$ cat config.mk
export PLATFORM = sky130hd
export DESIGN_NAME = lmr_device_flat
export DESIGN_NICKNAME = d
export VERILOG_FILES = /design/src/hdl/lmr_pkg.sv /design/src/hdl/lmr_link_if.sv /design/src/hdl/lmr_device.sv /design/src/flat_wrapper.sv
export SDC_FILE = /design/constraint.sdc
export NUM_CORES = 1
export LEC_CHECK = 0
export ABC_AREA = 1
export BUFFER_PORTS_ARGS = -buffer_cell sky130_fd_sc_hd__buf_2
export CAP_MARGIN = 20
export CORE_MARGIN = 8
export CORE_UTILIZATION = 60
export CTS_BUF_LIST = sky130_fd_sc_hd__clkbuf_4
export DETAILED_ROUTE_END_ITERATION = 8
export PLACE_DENSITY = 0.82
export SKIP_LAST_GASP = 1
export SYNTH_ARGS = -nofsm -noshare
export SYNTH_HDL_FRONTEND = slang
export SYNTH_SLANG_ARGS = --single-unit
$ cat constraint.sdc
create_clock -name i_sys_clk -period 2.3 [get_ports i_sys_clk]
set_input_delay 0.23 -clock i_sys_clk [delete_from_list [all_inputs] [get_ports i_sys_clk]]
set_output_delay 0.23 -clock i_sys_clk [all_outputs]
set_load 0.01 [all_outputs]
$ cat src/hdl/lmr_pkg.sv
// Behaviour
// - Feature bit 0 reports refresh-mode support
// - Self-test field encodes four impedance pin results
// - Self-test valid after start, latch, wait
// - Assembly fault forces factory trim, ignores calibration
// - Read-only bit reports single-ended support
// - Termination bit zero means bus unterminated
// - Burst field selects 16, 32 or per-command
// - Per-command mode uses command burst bit
// - Write preamble bit must be one
// - Read preamble bit selects static or toggling
// - Write recovery code maps to clock count
// - Controller rounds write recovery time up
// - Postamble bit selects half or one-and-half clock
// - Register-1 access reaches write-selected set point
// - Device operates from operate-selected set point
// - Controller writes same burst code both set points; code here follows i_burst_mode at each write
// - Read latency follows read inversion enable
// - Write latency follows set selector bit
// - Controller keeps clock inside chosen band
// - Read-to-precharge count follows band table
// - Burst 32 adds eight precharge clocks; device adds them on reads only, not on writes
package lmr_pkg;

	localparam int MA_W  = 6;
	localparam int OP_W  = 8;
	localparam int LAT_W = 6;

	// ----------------------------------------------------------------
	// Mode register indices
	// ----------------------------------------------------------------
	localparam logic [MA_W-1:0] MA_FEATURE  = 6'h00;
	localparam logic [MA_W-1:0] MA_BURST    = 6'h01;
	localparam logic [MA_W-1:0] MA_LATENCY  = 6'h02;
	localparam logic [MA_W-1:0] MA_INVERT   = 6'h03;
	localparam logic [MA_W-1:0] MA_SETPOINT = 6'h0D;

	// ----------------------------------------------------------------
	// Field positions
	// ----------------------------------------------------------------
	localparam int FEAT_REFRESH_BIT = 0;
	localparam int FEAT_SELFTEST_LSB = 3;
	localparam int FEAT_SINGLE_BIT  = 5;
	localparam int FEAT_TERM_BIT    = 7;
	localparam int BURST_LEN_LSB    = 0;
	localparam int WR_PRE_BIT       = 2;
	localparam int RD_PRE_BIT       = 3;
	localparam int WR_REC_LSB       = 4;
	localparam int RD_POST_BIT      = 7;
	localparam int LAT_RL_LSB       = 0;
	localparam int LAT_WL_LSB       = 3;
	localparam int LAT_WLSET_BIT    = 6;
	localparam int INV_RD_BIT       = 6;
	localparam int SP_WR_BIT        = 6;
	localparam int SP_OP_BIT        = 7;

	// ----------------------------------------------------------------
	// Values after reset and fixed feature answers
	// ----------------------------------------------------------------
	localparam logic [OP_W-1:0] BURST_RESET = 8'h04;
	localparam logic [2:0]      LAT_RESET   = 3'h0;
	localparam logic            FEAT_REFRESH_MODIFIED_ONLY = 1'h0;
	localparam logic            FEAT_SINGLE_SUPPORT        = 1'h0;
	localparam logic            FEAT_CA_TERMINATED         = 1'h0;

	typedef enum logic [1:0] {
		BL_16    = 2'b00,
		BL_32    = 2'b01,
		BL_OTF   = 2'b10,
		BL_RSVD  = 2'b11
	} lmr_bl_t;

	typedef enum logic [1:0] {
		ST_NONE    = 2'b00,
		ST_LOW     = 2'b01,
		ST_HIGH    = 2'b10,
		ST_GOOD    = 2'b11
	} lmr_selftest_t;

	typedef enum logic [2:0] {
		CMD_NOP       = 3'b000,
		CMD_MRW       = 3'b001,
		CMD_MRR       = 3'b010,
		CMD_READ      = 3'b011,
		CMD_WRITE     = 3'b100,
		CMD_CAL_START = 3'b101,
		CMD_CAL_LATCH = 3'b110
	} lmr_cmd_t;

	// ----------------------------------------------------------------
	// Band tables, index 0 is the slowest band
	// ----------------------------------------------------------------
	localparam logic [LAT_W-1:0] RL_PLAIN [8] = '{6'h06, 6'h0A, 6'h0E, 6'h14, 6'h18, 6'h1C, 6'h20, 6'h24};
	localparam logic [LAT_W-1:0] RL_INV   [8] = '{6'h06, 6'h0C, 6'h10, 6'h16, 6'h1C, 6'h20, 6'h24, 6'h28};
	localparam logic [LAT_W-1:0] WL_SET_A [8] = '{6'h04, 6'h06, 6'h08, 6'h0A, 6'h0C, 6'h0E, 6'h10, 6'h12};
	localparam logic [LAT_W-1:0] WL_SET_B [8] = '{6'h04, 6'h08, 6'h0C, 6'h12, 6'h16, 6'h1A, 6'h1E, 6'h22};
	localparam logic [LAT_W-1:0] WR_REC   [8] = '{6'h06, 6'h0A, 6'h10, 6'h14, 6'h18, 6'h1E, 6'h22, 6'h28};
	localparam logic [LAT_W-1:0] RD_TO_PRE[8] = '{6'h08, 6'h08, 6'h08, 6'h08, 6'h0A, 6'h0C, 6'h0E, 6'h10};
	localparam logic [LAT_W-1:0] RTP_BL32_ADD = 6'h08;
	localparam int BAND_UPPER_MHZ [8] = '{266, 533, 800, 1066, 1333, 1600, 1866, 2133};
	localparam int BAND_LOWEST_MHZ = 10;

	// ----------------------------------------------------------------
	// Timing
	// ----------------------------------------------------------------
	localparam int CLK_PERIOD_NS      = 4;
	localparam int CAL_LATCH_WAIT_NS  = 30;
	localparam int CAL_LATCH_WAIT_CYC = (CAL_LATCH_WAIT_NS + CLK_PERIOD_NS - 1) / CLK_PERIOD_NS;
	localparam int MEM_CK_MHZ         = 1600;
	localparam int WR_RECOVERY_NS     = 18;

endpackage

$ cat src/hdl/lmr_link_if.sv
`timescale 1ns/100ps
interface lmr_link_if;
	import lmr_pkg::*;

	lmr_cmd_t          cmd_kind;
	logic [MA_W-1:0]   cmd_addr;
	logic [OP_W-1:0]   cmd_data;
	logic              cmd_bl32;
	logic              cmd_ap;
	logic              resp_valid;
	logic [OP_W-1:0]   resp_data;

	modport device (
		input  cmd_kind,
		input  cmd_addr,
		input  cmd_data,
		input  cmd_bl32,
		input  cmd_ap,
		output resp_valid,
		output resp_data
	);

	modport ctrl (
		output cmd_kind,
		output cmd_addr,
		output cmd_data,
		output cmd_bl32,
		output cmd_ap,
		input  resp_valid,
		input  resp_data
	);
endinterface

$ cat src/hdl/lmr_device.sv
`timescale 1ns/100ps
module lmr_device (
	input  wire logic                      i_sys_clk,
	input  wire logic                      i_rst_b,
	lmr_link_if.device                     link,
	input  wire logic [1:0]                i_imp_pin_sense,
	output logic [lmr_pkg::LAT_W-1:0]      o_read_latency,
	output logic [lmr_pkg::LAT_W-1:0]      o_write_latency,
	output logic                           o_burst_32,
	output logic                           o_rd_preamble_toggle,
	output logic                           o_rd_postamble_long,
	output logic                           o_wr_preamble_2ck,
	output logic                           o_factory_trim,
	output logic                           o_cal_run,
	output logic                           o_precharge_start
);
	import lmr_pkg::*;

	// ----------------------------------------------------------------
	// State
	// ----------------------------------------------------------------
	typedef struct packed {
		logic [1:0]       sense_meta;
		logic [1:0]       sense_sync;
		logic [OP_W-1:0]  burst_sp0;
		logic [OP_W-1:0]  burst_sp1;
		logic             setpoint_write_select;
		logic             setpoint_operate_select;
		logic [2:0]       rl_code;
		logic [2:0]       wl_code;
		logic             wl_set_b;
		logic             rd_invert;
		logic             cal_started;
		logic             cal_waiting;
		logic [3:0]       cal_wait;
		logic [1:0]       impedance_selftest_result;
		logic             factory_trim;
		logic             pre_pend;
		logic [LAT_W-1:0] pre_cnt;
		logic             resp_valid;
		logic [OP_W-1:0]  resp_data;
		logic [LAT_W-1:0] read_latency;
		logic [LAT_W-1:0] write_latency;
		logic             burst_32;
		logic             rd_pre_toggle;
		logic             rd_post_long;
		logic             wr_pre_2ck;
		logic             cal_run;
		logic             precharge_start;
	} lmr_dev_state_t;

	localparam logic [3:0] CAL_WAIT_LOAD = 4'(CAL_LATCH_WAIT_CYC);

	lmr_dev_state_t st;
	lmr_dev_state_t next_st;

	logic [OP_W-1:0] active_burst;
	logic [OP_W-1:0] feature_byte;
	logic [1:0]      active_bl;
	logic [2:0]      active_wr_rec;
	logic            access_bl32;
	logic            cmd_is_cal;
	logic            assembly_fault;

	// ----------------------------------------------------------------
	// Decode of the active set point
	// ----------------------------------------------------------------
	always_comb
	begin
		active_burst  = st.setpoint_operate_select ? st.burst_sp1 : st.burst_sp0;
		active_bl     = active_burst[BURST_LEN_LSB +: 2];
		active_wr_rec = active_burst[WR_REC_LSB +: 3];
		unique case (active_bl)
			BL_32:   access_bl32 = 1'b1;
			BL_OTF:  access_bl32 = link.cmd_bl32;
			default: access_bl32 = 1'b0;
		endcase
		feature_byte = '0;
		feature_byte[FEAT_REFRESH_BIT]             = FEAT_REFRESH_MODIFIED_ONLY;
		feature_byte[FEAT_SELFTEST_LSB +: 2]       = st.impedance_selftest_result;
		feature_byte[FEAT_SINGLE_BIT]              = FEAT_SINGLE_SUPPORT;
		feature_byte[FEAT_TERM_BIT]                = FEAT_CA_TERMINATED;
		cmd_is_cal = (link.cmd_kind == CMD_CAL_START) || (link.cmd_kind == CMD_CAL_LATCH);
		// Only the two fault codes latch the fall-back; good or unsupported keep calibration alive
		assembly_fault = (st.sense_sync == ST_LOW) || (st.sense_sync == ST_HIGH);
	end

	// ----------------------------------------------------------------
	// Next state
	// ----------------------------------------------------------------
	always_comb
	begin
		next_st = st;
		next_st.sense_meta = i_imp_pin_sense;
		next_st.sense_sync = st.sense_meta;
		next_st.resp_valid = 1'b0;
		next_st.cal_run = 1'b0;
		next_st.precharge_start = 1'b0;

		unique case (link.cmd_kind)
			CMD_MRW:
			begin
				unique case (link.cmd_addr)
					MA_BURST:
					begin
						if (st.setpoint_write_select)
							next_st.burst_sp1 = link.cmd_data;
						else
							next_st.burst_sp0 = link.cmd_data;
					end
					MA_LATENCY:
					begin
						next_st.rl_code  = link.cmd_data[LAT_RL_LSB +: 3];
						next_st.wl_code  = link.cmd_data[LAT_WL_LSB +: 3];
						next_st.wl_set_b = link.cmd_data[LAT_WLSET_BIT];
					end
					MA_INVERT:
						next_st.rd_invert = link.cmd_data[INV_RD_BIT];
					MA_SETPOINT:
					begin
						next_st.setpoint_write_select   = link.cmd_data[SP_WR_BIT];
						next_st.setpoint_operate_select = link.cmd_data[SP_OP_BIT];
					end
					// Writes to the feature register and to unmodelled registers change nothing
					default:
						next_st.resp_valid = 1'b0;
				endcase
			end
			CMD_MRR:
			begin
				next_st.resp_valid = 1'b1;
				unique case (link.cmd_addr)
					MA_FEATURE:
						next_st.resp_data = feature_byte;
					MA_BURST:
						next_st.resp_data = st.setpoint_write_select ? st.burst_sp1 : st.burst_sp0;
					MA_LATENCY:
						next_st.resp_data = {1'b0, st.wl_set_b, st.wl_code, st.rl_code};
					MA_INVERT:
						next_st.resp_data = {1'b0, st.rd_invert, 6'h00};
					MA_SETPOINT:
						next_st.resp_data = {st.setpoint_operate_select, st.setpoint_write_select, 6'h00};
					default:
						next_st.resp_data = 8'h00;
				endcase
			end
			CMD_READ:
			begin
				next_st.burst_32 = access_bl32;
				if (link.cmd_ap)
				begin
					next_st.pre_pend = 1'b1;
					next_st.pre_cnt  = RD_TO_PRE[st.rl_code] + (access_bl32 ? RTP_BL32_ADD : 6'h00);
				end
			end
			CMD_WRITE:
			begin
				next_st.burst_32 = access_bl32;
				if (link.cmd_ap)
				begin
					next_st.pre_pend = 1'b1;
					next_st.pre_cnt  = WR_REC[active_wr_rec];
				end
			end
			CMD_CAL_START:
			begin
				if (!st.factory_trim)
				begin
					next_st.cal_started = 1'b1;
					next_st.cal_run     = 1'b1;
				end
			end
			CMD_CAL_LATCH:
			begin
				if (!st.factory_trim && st.cal_started)
				begin
					next_st.cal_started = 1'b0;
					next_st.cal_waiting = 1'b1;
					next_st.cal_wait    = CAL_WAIT_LOAD;
					next_st.cal_run     = 1'b1;
				end
			end
			default:
				next_st.cal_run = 1'b0;
		endcase

		// A new auto-precharge command restarts the count; the older one is dropped
		if (st.pre_pend && !((link.cmd_kind == CMD_READ || link.cmd_kind == CMD_WRITE) && link.cmd_ap))
		begin
			if (st.pre_cnt <= 6'h01)
			begin
				next_st.pre_pend        = 1'b0;
				next_st.precharge_start = 1'b1;
			end
			else
				next_st.pre_cnt = st.pre_cnt - 6'h01;
		end

		if (st.cal_waiting && !cmd_is_cal)
		begin
			if (st.cal_wait <= 4'h1)
			begin
				next_st.cal_waiting = 1'b0;
				next_st.impedance_selftest_result = st.sense_sync;
				next_st.factory_trim = assembly_fault;
			end
			else
				next_st.cal_wait = st.cal_wait - 4'h1;
		end

		next_st.read_latency  = st.rd_invert ? RL_INV[st.rl_code] : RL_PLAIN[st.rl_code];
		next_st.write_latency = st.wl_set_b ? WL_SET_B[st.wl_code] : WL_SET_A[st.wl_code];
		next_st.rd_pre_toggle = active_burst[RD_PRE_BIT];
		next_st.rd_post_long  = active_burst[RD_POST_BIT];
		// Reserved zero is passed on as-is so a bad setup is visible downstream
		next_st.wr_pre_2ck    = active_burst[WR_PRE_BIT];
	end

	// ----------------------------------------------------------------
	// Registers
	// ----------------------------------------------------------------
	always_ff @(posedge i_sys_clk or negedge i_rst_b)
	begin
		if (!i_rst_b)
		begin
			st <= '0;
			st.burst_sp0 <= BURST_RESET;
			st.burst_sp1 <= BURST_RESET;
			st.rl_code <= LAT_RESET;
			st.wl_code <= LAT_RESET;
			st.read_latency <= RL_PLAIN[0];
			st.write_latency <= WL_SET_A[0];
			st.wr_pre_2ck <= 1'b1;
		end
		else
			st <= next_st;
	end

	assign link.resp_valid       = st.resp_valid;
	assign link.resp_data        = st.resp_data;
	assign o_read_latency        = st.read_latency;
	assign o_write_latency       = st.write_latency;
	assign o_burst_32            = st.burst_32;
	assign o_rd_preamble_toggle  = st.rd_pre_toggle;
	assign o_rd_postamble_long   = st.rd_post_long;
	assign o_wr_preamble_2ck     = st.wr_pre_2ck;
	assign o_factory_trim        = st.factory_trim;
	assign o_cal_run             = st.cal_run;
	assign o_precharge_start     = st.precharge_start;

endmodule

$ cat src/flat_wrapper.sv
// flat-port wrapper written by rule: the top's interface ports become plain ports
module lmr_device_flat import lmr_pkg::*;
  (i_sys_clk, i_rst_b, i_imp_pin_sense, o_read_latency, o_write_latency, o_burst_32, o_rd_preamble_toggle, o_rd_postamble_long, o_wr_preamble_2ck, o_factory_trim, o_cal_run, o_precharge_start, link_cmd_kind, link_cmd_addr, link_cmd_data, link_cmd_bl32, link_cmd_ap, link_resp_valid, link_resp_data);
  lmr_link_if link_i ();
  input  wire logic i_sys_clk;
  input  wire logic i_rst_b;
  input  wire logic [1:0] i_imp_pin_sense;
  output logic [lmr_pkg::LAT_W-1:0] o_read_latency;
  output logic [lmr_pkg::LAT_W-1:0] o_write_latency;
  output logic o_burst_32;
  output logic o_rd_preamble_toggle;
  output logic o_rd_postamble_long;
  output logic o_wr_preamble_2ck;
  output logic o_factory_trim;
  output logic o_cal_run;
  output logic o_precharge_start;
  input wire logic [$bits(link_i.cmd_kind)-1:0] link_cmd_kind;
  input wire logic [$bits(link_i.cmd_addr)-1:0] link_cmd_addr;
  input wire logic [$bits(link_i.cmd_data)-1:0] link_cmd_data;
  input wire logic [$bits(link_i.cmd_bl32)-1:0] link_cmd_bl32;
  input wire logic [$bits(link_i.cmd_ap)-1:0] link_cmd_ap;
  output wire logic [$bits(link_i.resp_valid)-1:0] link_resp_valid;
  output wire logic [$bits(link_i.resp_data)-1:0] link_resp_data;
  assign link_i.cmd_kind = link_cmd_kind;
  assign link_i.cmd_addr = link_cmd_addr;
  assign link_i.cmd_data = link_cmd_data;
  assign link_i.cmd_bl32 = link_cmd_bl32;
  assign link_i.cmd_ap = link_cmd_ap;
  assign link_resp_valid = link_i.resp_valid;
  assign link_resp_data = link_i.resp_data;
  lmr_device u_core (.i_sys_clk(i_sys_clk), .i_rst_b(i_rst_b), .link(link_i), .i_imp_pin_sense(i_imp_pin_sense), .o_read_latency(o_read_latency), .o_write_latency(o_write_latency), .o_burst_32(o_burst_32), .o_rd_preamble_toggle(o_rd_preamble_toggle), .o_rd_postamble_long(o_rd_postamble_long), .o_wr_preamble_2ck(o_wr_preamble_2ck), .o_factory_trim(o_factory_trim), .o_cal_run(o_cal_run), .o_precharge_start(o_precharge_start));
endmodule
==> flow_metrics.tcl, run 1 <==
set metrics [dict create \
    status "complete, no violations" \
    critPathRequiredTime_ns 2.60 \
    num_rows 29 \
    drv_slew 0 \
    clkSinkCount 71 \
    postSynthCellCount 483 \
    cts_max_path_buffers 2 \
    syn_to_final_growth_pct 8.63 \
    finalSetupViolCount 0 \
    totalWireLength_um 8070 \
    yosysUniqueCellTypes 34 \
    final_antenna_net_count 0 \
    place_congestion 0.900 \
    dp.cells 586 \
    worstHoldPathType "in -> reg" \
    synth_top_area_cell "dfrtp_1" \
    worst_ep_arrival_time_ns 2.43 \
    dp_slack_ns 0.112 \
    grt_pass1_wl_um 14100 \
    cap_violations 0 \
    start_util_pct 62.1 \
    avgSynthCellArea_um2 8.17 \
    yosysWarnings 0 \
    drive_above_1_share_pct 23.4 \
    synth_area_mm2 0.00395 \
    io_pins 51 \
    worst_slack_ns 0.176 \
    grt_overflow 0 \
    fp.dieW_um 97.1 \
    synth_async_sr_flop_share_pct 100 \
    layoutNonFillerInstCount 606 \
    synth-edff-count 0 \
    critPathMostFrequentCell "ha_1" \
    finalCritPeriodShare_pct 92.4 \
    power_mw 3.16 \
    cp_slowest_stage_delay_ns 0.41 \
    dieArea_mm2 0.00943 \
    hold_ws_ns 0.0885 \
    clkSlewWorstSetupHoldPaths_ns 0.11 \
    path_cells "inv_2, or2_2, o21ai_2, inv_1, ha_1, a21oi_2, nor2_2, ha_1, ha_1, o21ai_1, nand3_1, nand3_1, nand2_1" \
    core_mm2 0.00635 \
    ys_top_cells_by_area "dfrtp_1, nand2_1, ha_1, inv_1, o21ai_0" \
    drt_iter0_drc 143 \
    routed-via-count 3136 \
    p_leak_nw 2.30 \
    nets 566 \
    synth.most_common_cell "nand2_1" \
    portBuffers 48 \
    yosys.area.top_type_share_pct 41.2 \
    final_util_pct 67.5 \
    maxSlewHeadroom_pct 53.0 \
    routedWlPerCell_um 13.3 \
    r2r_setup_slack_ns 0.18 \
    max_freq_mhz 471 \
    powerDensity_mw_per_mm2 738 \
    drt_first_pass_iters 4 \
    worstMarginPinSlew_ns 0.705 \
    cts_made_buffers 9 \
    cts_root_buf "clkbuf_4" \
    diodes 0 \
    ir_drop_v 0.000539 \
    via_per_inst 5.17 \
    grt_pass1_vias 3107 \
    startpoint_type "flip-flop" \
    htreeDepth 3 \
    end_kind "flip-flop" \
    cp_slowest_cell "dfrtp_1" \
    crit_type "reg -> reg" \
    ys_top_cells_by_count "nand2_1, dfrtp_1, inv_1, nor2_1, o21ai_0" \
    ys_seq_area_share_pct 45.2 \
    die_height_um 97.1 \
    clock_latency_ns 0.40 \
    route.detailed.drc 0 \
    ys_ff_latch 71 \
    grt_max_degree 42 \
    fin_worst_skew_ns 0.00877 \
    final-hold-violation-count 0 \
    grtUsageTotal_pct 17.7 \
    critPathMaxFanout 3 \
    cts_tree "yes" \
    grt_antenna_before_repair 0 \
    synth_ff_type "dfrtp_1" \
    fin_crit_ns 2.12 \
    dp_hpwl_um 6260 \
]
==> what timing repair did <==
| action | 4_1_cts | 5_1_grt |
|---|---|---|
| endpoints found under the setup margin | 0 | 2 |
| hold buffers | 3 | 0 |
| buffers inserted | 0 | 1 |
| resized for setup | 0 | 8 |
| endpoints found under the hold margin | 29 | 0 |
==> layer usage <==
| metal | wire [um] | global-route usage [%] | share of wire (%) | vias up |
|---|---|---|---|---|
| met5 | 0 | 0 | 0 | - |
| met3 | 318 | 3.56 | 3.9 | 14 |
| met2 | 4110 | 30.4 | 51 | 62 |
| met4 | 169 | 7.10 | 2.1 | 0 |
| li1 | - | - | - | 1583 |
| met1 | 3470 | 21.2 | 43 | 1477 |
==> registers in the layout (all words and copies together) (netlist names) <==
| signal | flops |
|---|---|
| u_core.feature_byte | 2 |
| u_core.link.resp_data | 8 |
| u_core.link.resp_valid | 1 |
| u_core.next_st | 2 |
| u_core.o_burst_32 | 1 |
| u_core.o_cal_run | 1 |
| u_core.o_factory_trim | 1 |
| u_core.o_precharge_start | 1 |
| u_core.o_rd_postamble_long | 1 |
| u_core.o_rd_preamble_toggle | 1 |
| u_core.o_read_latency | 5 |
| u_core.o_wr_preamble_2ck | 1 |
| u_core.o_write_latency | 5 |
| u_core.st | 41 |
==> cell type report <==
cell class	instances	area, um2
clock buffer	11	82.6
inverter	64	241
clock inverter	5	25.0
multi-input combinational	322	1740
timing repair buffer	56	320
fill	530	2060
sequential	71	1780
tap	77	96.3
==> final timing paths <==
| kind | endpoint | depth (start not counted) | startpoint |
|---|---|---|---|
| max reg2reg | u_core.st[31] | 13 | u_core.st[51] |
| max | u_core.st[31] | 13 | u_core.st[51] |
| min reg2reg | u_core.st[69] | 0 | u_core.next_st[69] |
| max in group asynchronous | u_core.st[55] | 3 | i_rst_b |
| min in group asynchronous | u_core.st[40] | 2 | i_rst_b |
| min | u_core.st[51] | 3 | link_cmd_data[7] |
==> through the flow <==
step                      cell area [um2]  setup TNS [ns]
after floorplan                      3950               0
after global placement               4130               0
after detailed placement             4130               0
after CTS                            4260               0
after global routing                 4290        -0.00165
final                                4290               0
==> logic make-up after synthesis <==
kind of cell	count (synthesis)	share of synthesized area [%]
DFF	71	45.2
AOI/OAI and AO/OA	72	10.8
xor gates and xnor gates	5	1.11
buffers and inverters	91	11.2
adders and majority gates	19	6.03
other	1	0.0951
and+or+nand+nor	224	25.5
==> critical path, delay by kind of cell (launching register included) <==
family | cells | cell delay [ns]
buffers and inverters | 2 | 0.11
and+or+nand+nor | 5 | 0.54
DFF | 1 | 0.41
AOI/OAI and AO/OA | 3 | 0.30
adders and majority gates | 3 | 0.66
==> power by group <==
group | internal (mW) | switching, mW | leakage [nW]
registers | 1.44 | 0.149 | 0.912
logic | 0.355 | 0.563 | 1.33
clock network | 0.236 | 0.422 | 0.0617
total | 2.03 | 1.13 | 2.30
==> cell usage in the layout, fill, tap and decap left out, drive strengths merged <==
cell type,count
nand2,145
dfrtp,65
inv,63
o21ai,62
buf,53
nor2,39
nand3,24
ha,19
clkbuf,11
nand4,7
a21oi,7
dfstp,6
clkinv,5
or2,4
xor2,3
dlygate4sd3,3
nor3,3
xnor2,2
nand3b,2
conb,2
o22ai,1
a21o,1
o21bai,1
clkinvlp,1
No activity file was read; power rests on OpenSTA's default activity.
==> inputs of run 2 (changes only) <==
--- a/config.mk
+++ b/config.mk
@@ -9,10 +9,11 @@
 export BUFFER_PORTS_ARGS = -buffer_cell sky130_fd_sc_hd__buf_2
 export CAP_MARGIN = 20
 export CORE_MARGIN = 8
-export CORE_UTILIZATION = 60
+export CORE_UTILIZATION = 42
 export CTS_BUF_LIST = sky130_fd_sc_hd__clkbuf_4
+export CTS_CLUSTER_SIZE = 14
 export DETAILED_ROUTE_END_ITERATION = 8
-export PLACE_DENSITY = 0.82
+export RECOVER_POWER = 50
 export SKIP_LAST_GASP = 1
 export SYNTH_ARGS = -nofsm -noshare
 export SYNTH_HDL_FRONTEND = slang
==> run 2 against run 1 <==
Net effect: the flow now finishes with violations (capacitance limit, slew limit); non-clock buffer count up 1; clock power rose by 33%; count of clock-buffer cells in the layout down 2; cell count is 5.8% higher; clock skew down 0.00097 ns; first-iteration DRC count decreased by 3.5%; sequential share of layout area is 0.60 points lower; worst setup slack improved by 0.036 ns; hold slack got worse by 0.014 ns; maximum frequency up 1.7%.
==> flow_metrics.tcl, run 2 (synthesized netlist as in run 1, its figures left out) <==
set metrics [dict create \
    status "finished with violations" \
    violations "capacitance limit, slew limit" \
    grt_pass1_vias 3006 \
    fin_worst_skew_ns 0.00780 \
    crit_type "reg -> reg" \
    io_pins 51 \
    powerDensity_mw_per_mm2 774 \
    maxSlewHeadroom_pct -3.86 \
    cp_slowest_cell "dfrtp_1" \
    die_height_um 113 \
    ir_drop_v 0.000285 \
    largest_register_ffs 41 \
    grt_pass1_wl_um 14400 \
    fin_crit_ns 2.09 \
    critPathRequiredTime_ns 2.63 \
    grt_overflow 0 \
    portBuffers 48 \
    cts_made_buffers 9 \
    fp.dieW_um 113 \
    cts_max_path_buffers 2 \
    final-hold-violation-count 0 \
    diodes 0 \
    drt_iter0_drc 138 \
    cts_tree "yes" \
    critPathMaxFanout 3 \
    totalWireLength_um 8330 \
    finalCritPeriodShare_pct 90.8 \
    drt_first_pass_iters 4 \
    worst_ep_arrival_time_ns 2.42 \
    cts_root_buf "clkbuf_4" \
    dp_hpwl_um 6220 \
    start_util_pct 42.9 \
    grt_max_degree 72 \
    end_kind "flip-flop" \
    top_register "u_core.st" \
    routed-via-count 3043 \
    final_antenna_net_count 0 \
    route.detailed.drc 0 \
    htreeDepth 3 \
    via_per_inst 4.75 \
    final_common_cell "nand2_1" \
    routedWlPerCell_um 13.0 \
    nets 567 \
    startpoint_type "flip-flop" \
    drv_slew 72 \
    place_congestion 0.828 \
    core_mm2 0.00920 \
    clock_latency_ns 0.42 \
    worstMarginPinSlew_ns 1.56 \
    critPathMostFrequentCell "ha_1" \
    final_cell_mix "nand2_1, dfrtp_1, inv_1" \
    num_rows 35 \
    clkSlewWorstSetupHoldPaths_ns 0.11 \
    finalSetupTns_ns 0 \
    cap_violations 1 \
    dieArea_mm2 0.0127 \
    drive_above_1_share_pct 22.6 \
    p_leak_nw 2.31 \
    max_freq_mhz 479 \
    rsz0062_at_grt "no" \
    clkSinkCount 71 \
    grtUsageTotal_pct 14.0 \
    grt_antenna_before_repair 0 \
    syn_to_final_growth_pct 10.2 \
    worstHoldPathType "in -> reg" \
    cp_slowest_stage_delay_ns 0.41 \
    finalSetupViolCount 0 \
    path_cells "or2_2, o21ai_2, inv_1, ha_1, a21oi_2, nor2_1, ha_1, ha_1, o21ai_2, nand3_1, nand3_1, nand2_1" \
    hold_ws_ns 0.0747 \
]
[run 2: routing by layer]
layer | part of all wire [%] | global-route usage [%] | up-vias
met1 | 48 | 18.1 | 1388
met3 | 4.4 | 3.62 | 9
met2 | 46 | 22.1 | 60
met4 | 1.3 | 5.51 | 0
li1 | - | - | 1586
met5 | 0 | 0 | -
[run 2: where the power goes]
group	internal [mW]	switching [mW]
Sequential	1.44	0.149
Combinational	0.349	0.554
Clock	0.431	0.445
Total	2.22	1.15
[run 2: cell type report]
cell class | instances | area (um2)
Tap cell | 111 | 139
Clock buffer | 9 | 67.6
Sequential cell | 71 | 1780
Multi-Input combinational cell | 322 | 1720
Fill cell | 928 | 4850
Inverter | 64 | 241
Timing Repair Buffer | 57 | 305
Clock inverter | 7 | 87.6
[run 2: worst max-delay path, delay by kind of cell, from the launching register on]
family          cells  cell delay, ns
buf+inv             1            0.06
fa+ha+maj           3            0.68
compound gates      3            0.28
simple gates        5            0.57
flops               1            0.41
[run 2: repair_timing]
action	CTS	global route
setup endpoints to repair	0	2
hold buffers	3	0
endpoints found under the hold margin	67	0
buffers inserted	0	3
gates resized for setup	0	7
[run 2: worst paths after layout]
check,start,slack [ns],endpoint,cells after the start
max,u_core.st[53],0.21,u_core.st[31],12
min,link_cmd_data[6],0.07,u_core.st[52],3
max reg2reg,u_core.st[53],0.21,u_core.st[31],12
min reg2reg,u_core.next_st[69],0.36,u_core.st[69],0
max in group asynchronous,i_rst_b,0.54,u_core.st[52],3
min in group asynchronous,i_rst_b,0.82,u_core.st[38],3
[run 2: through the flow]
step	cells	total power [mW]	area [um2]	worst slack [ns]	util, %
finish	641	3.36	4350	0.212	47.3
global route	641	3.64	4350	0.0214	47.3
CTS	638	3.41	4350	0.0380	47.3
detailed placement	619	2.51	4160	0.0366	45.3
global placement	619	2.48	4160	0.153	45.3
floorplan	484	2.26	3950	0.183	-
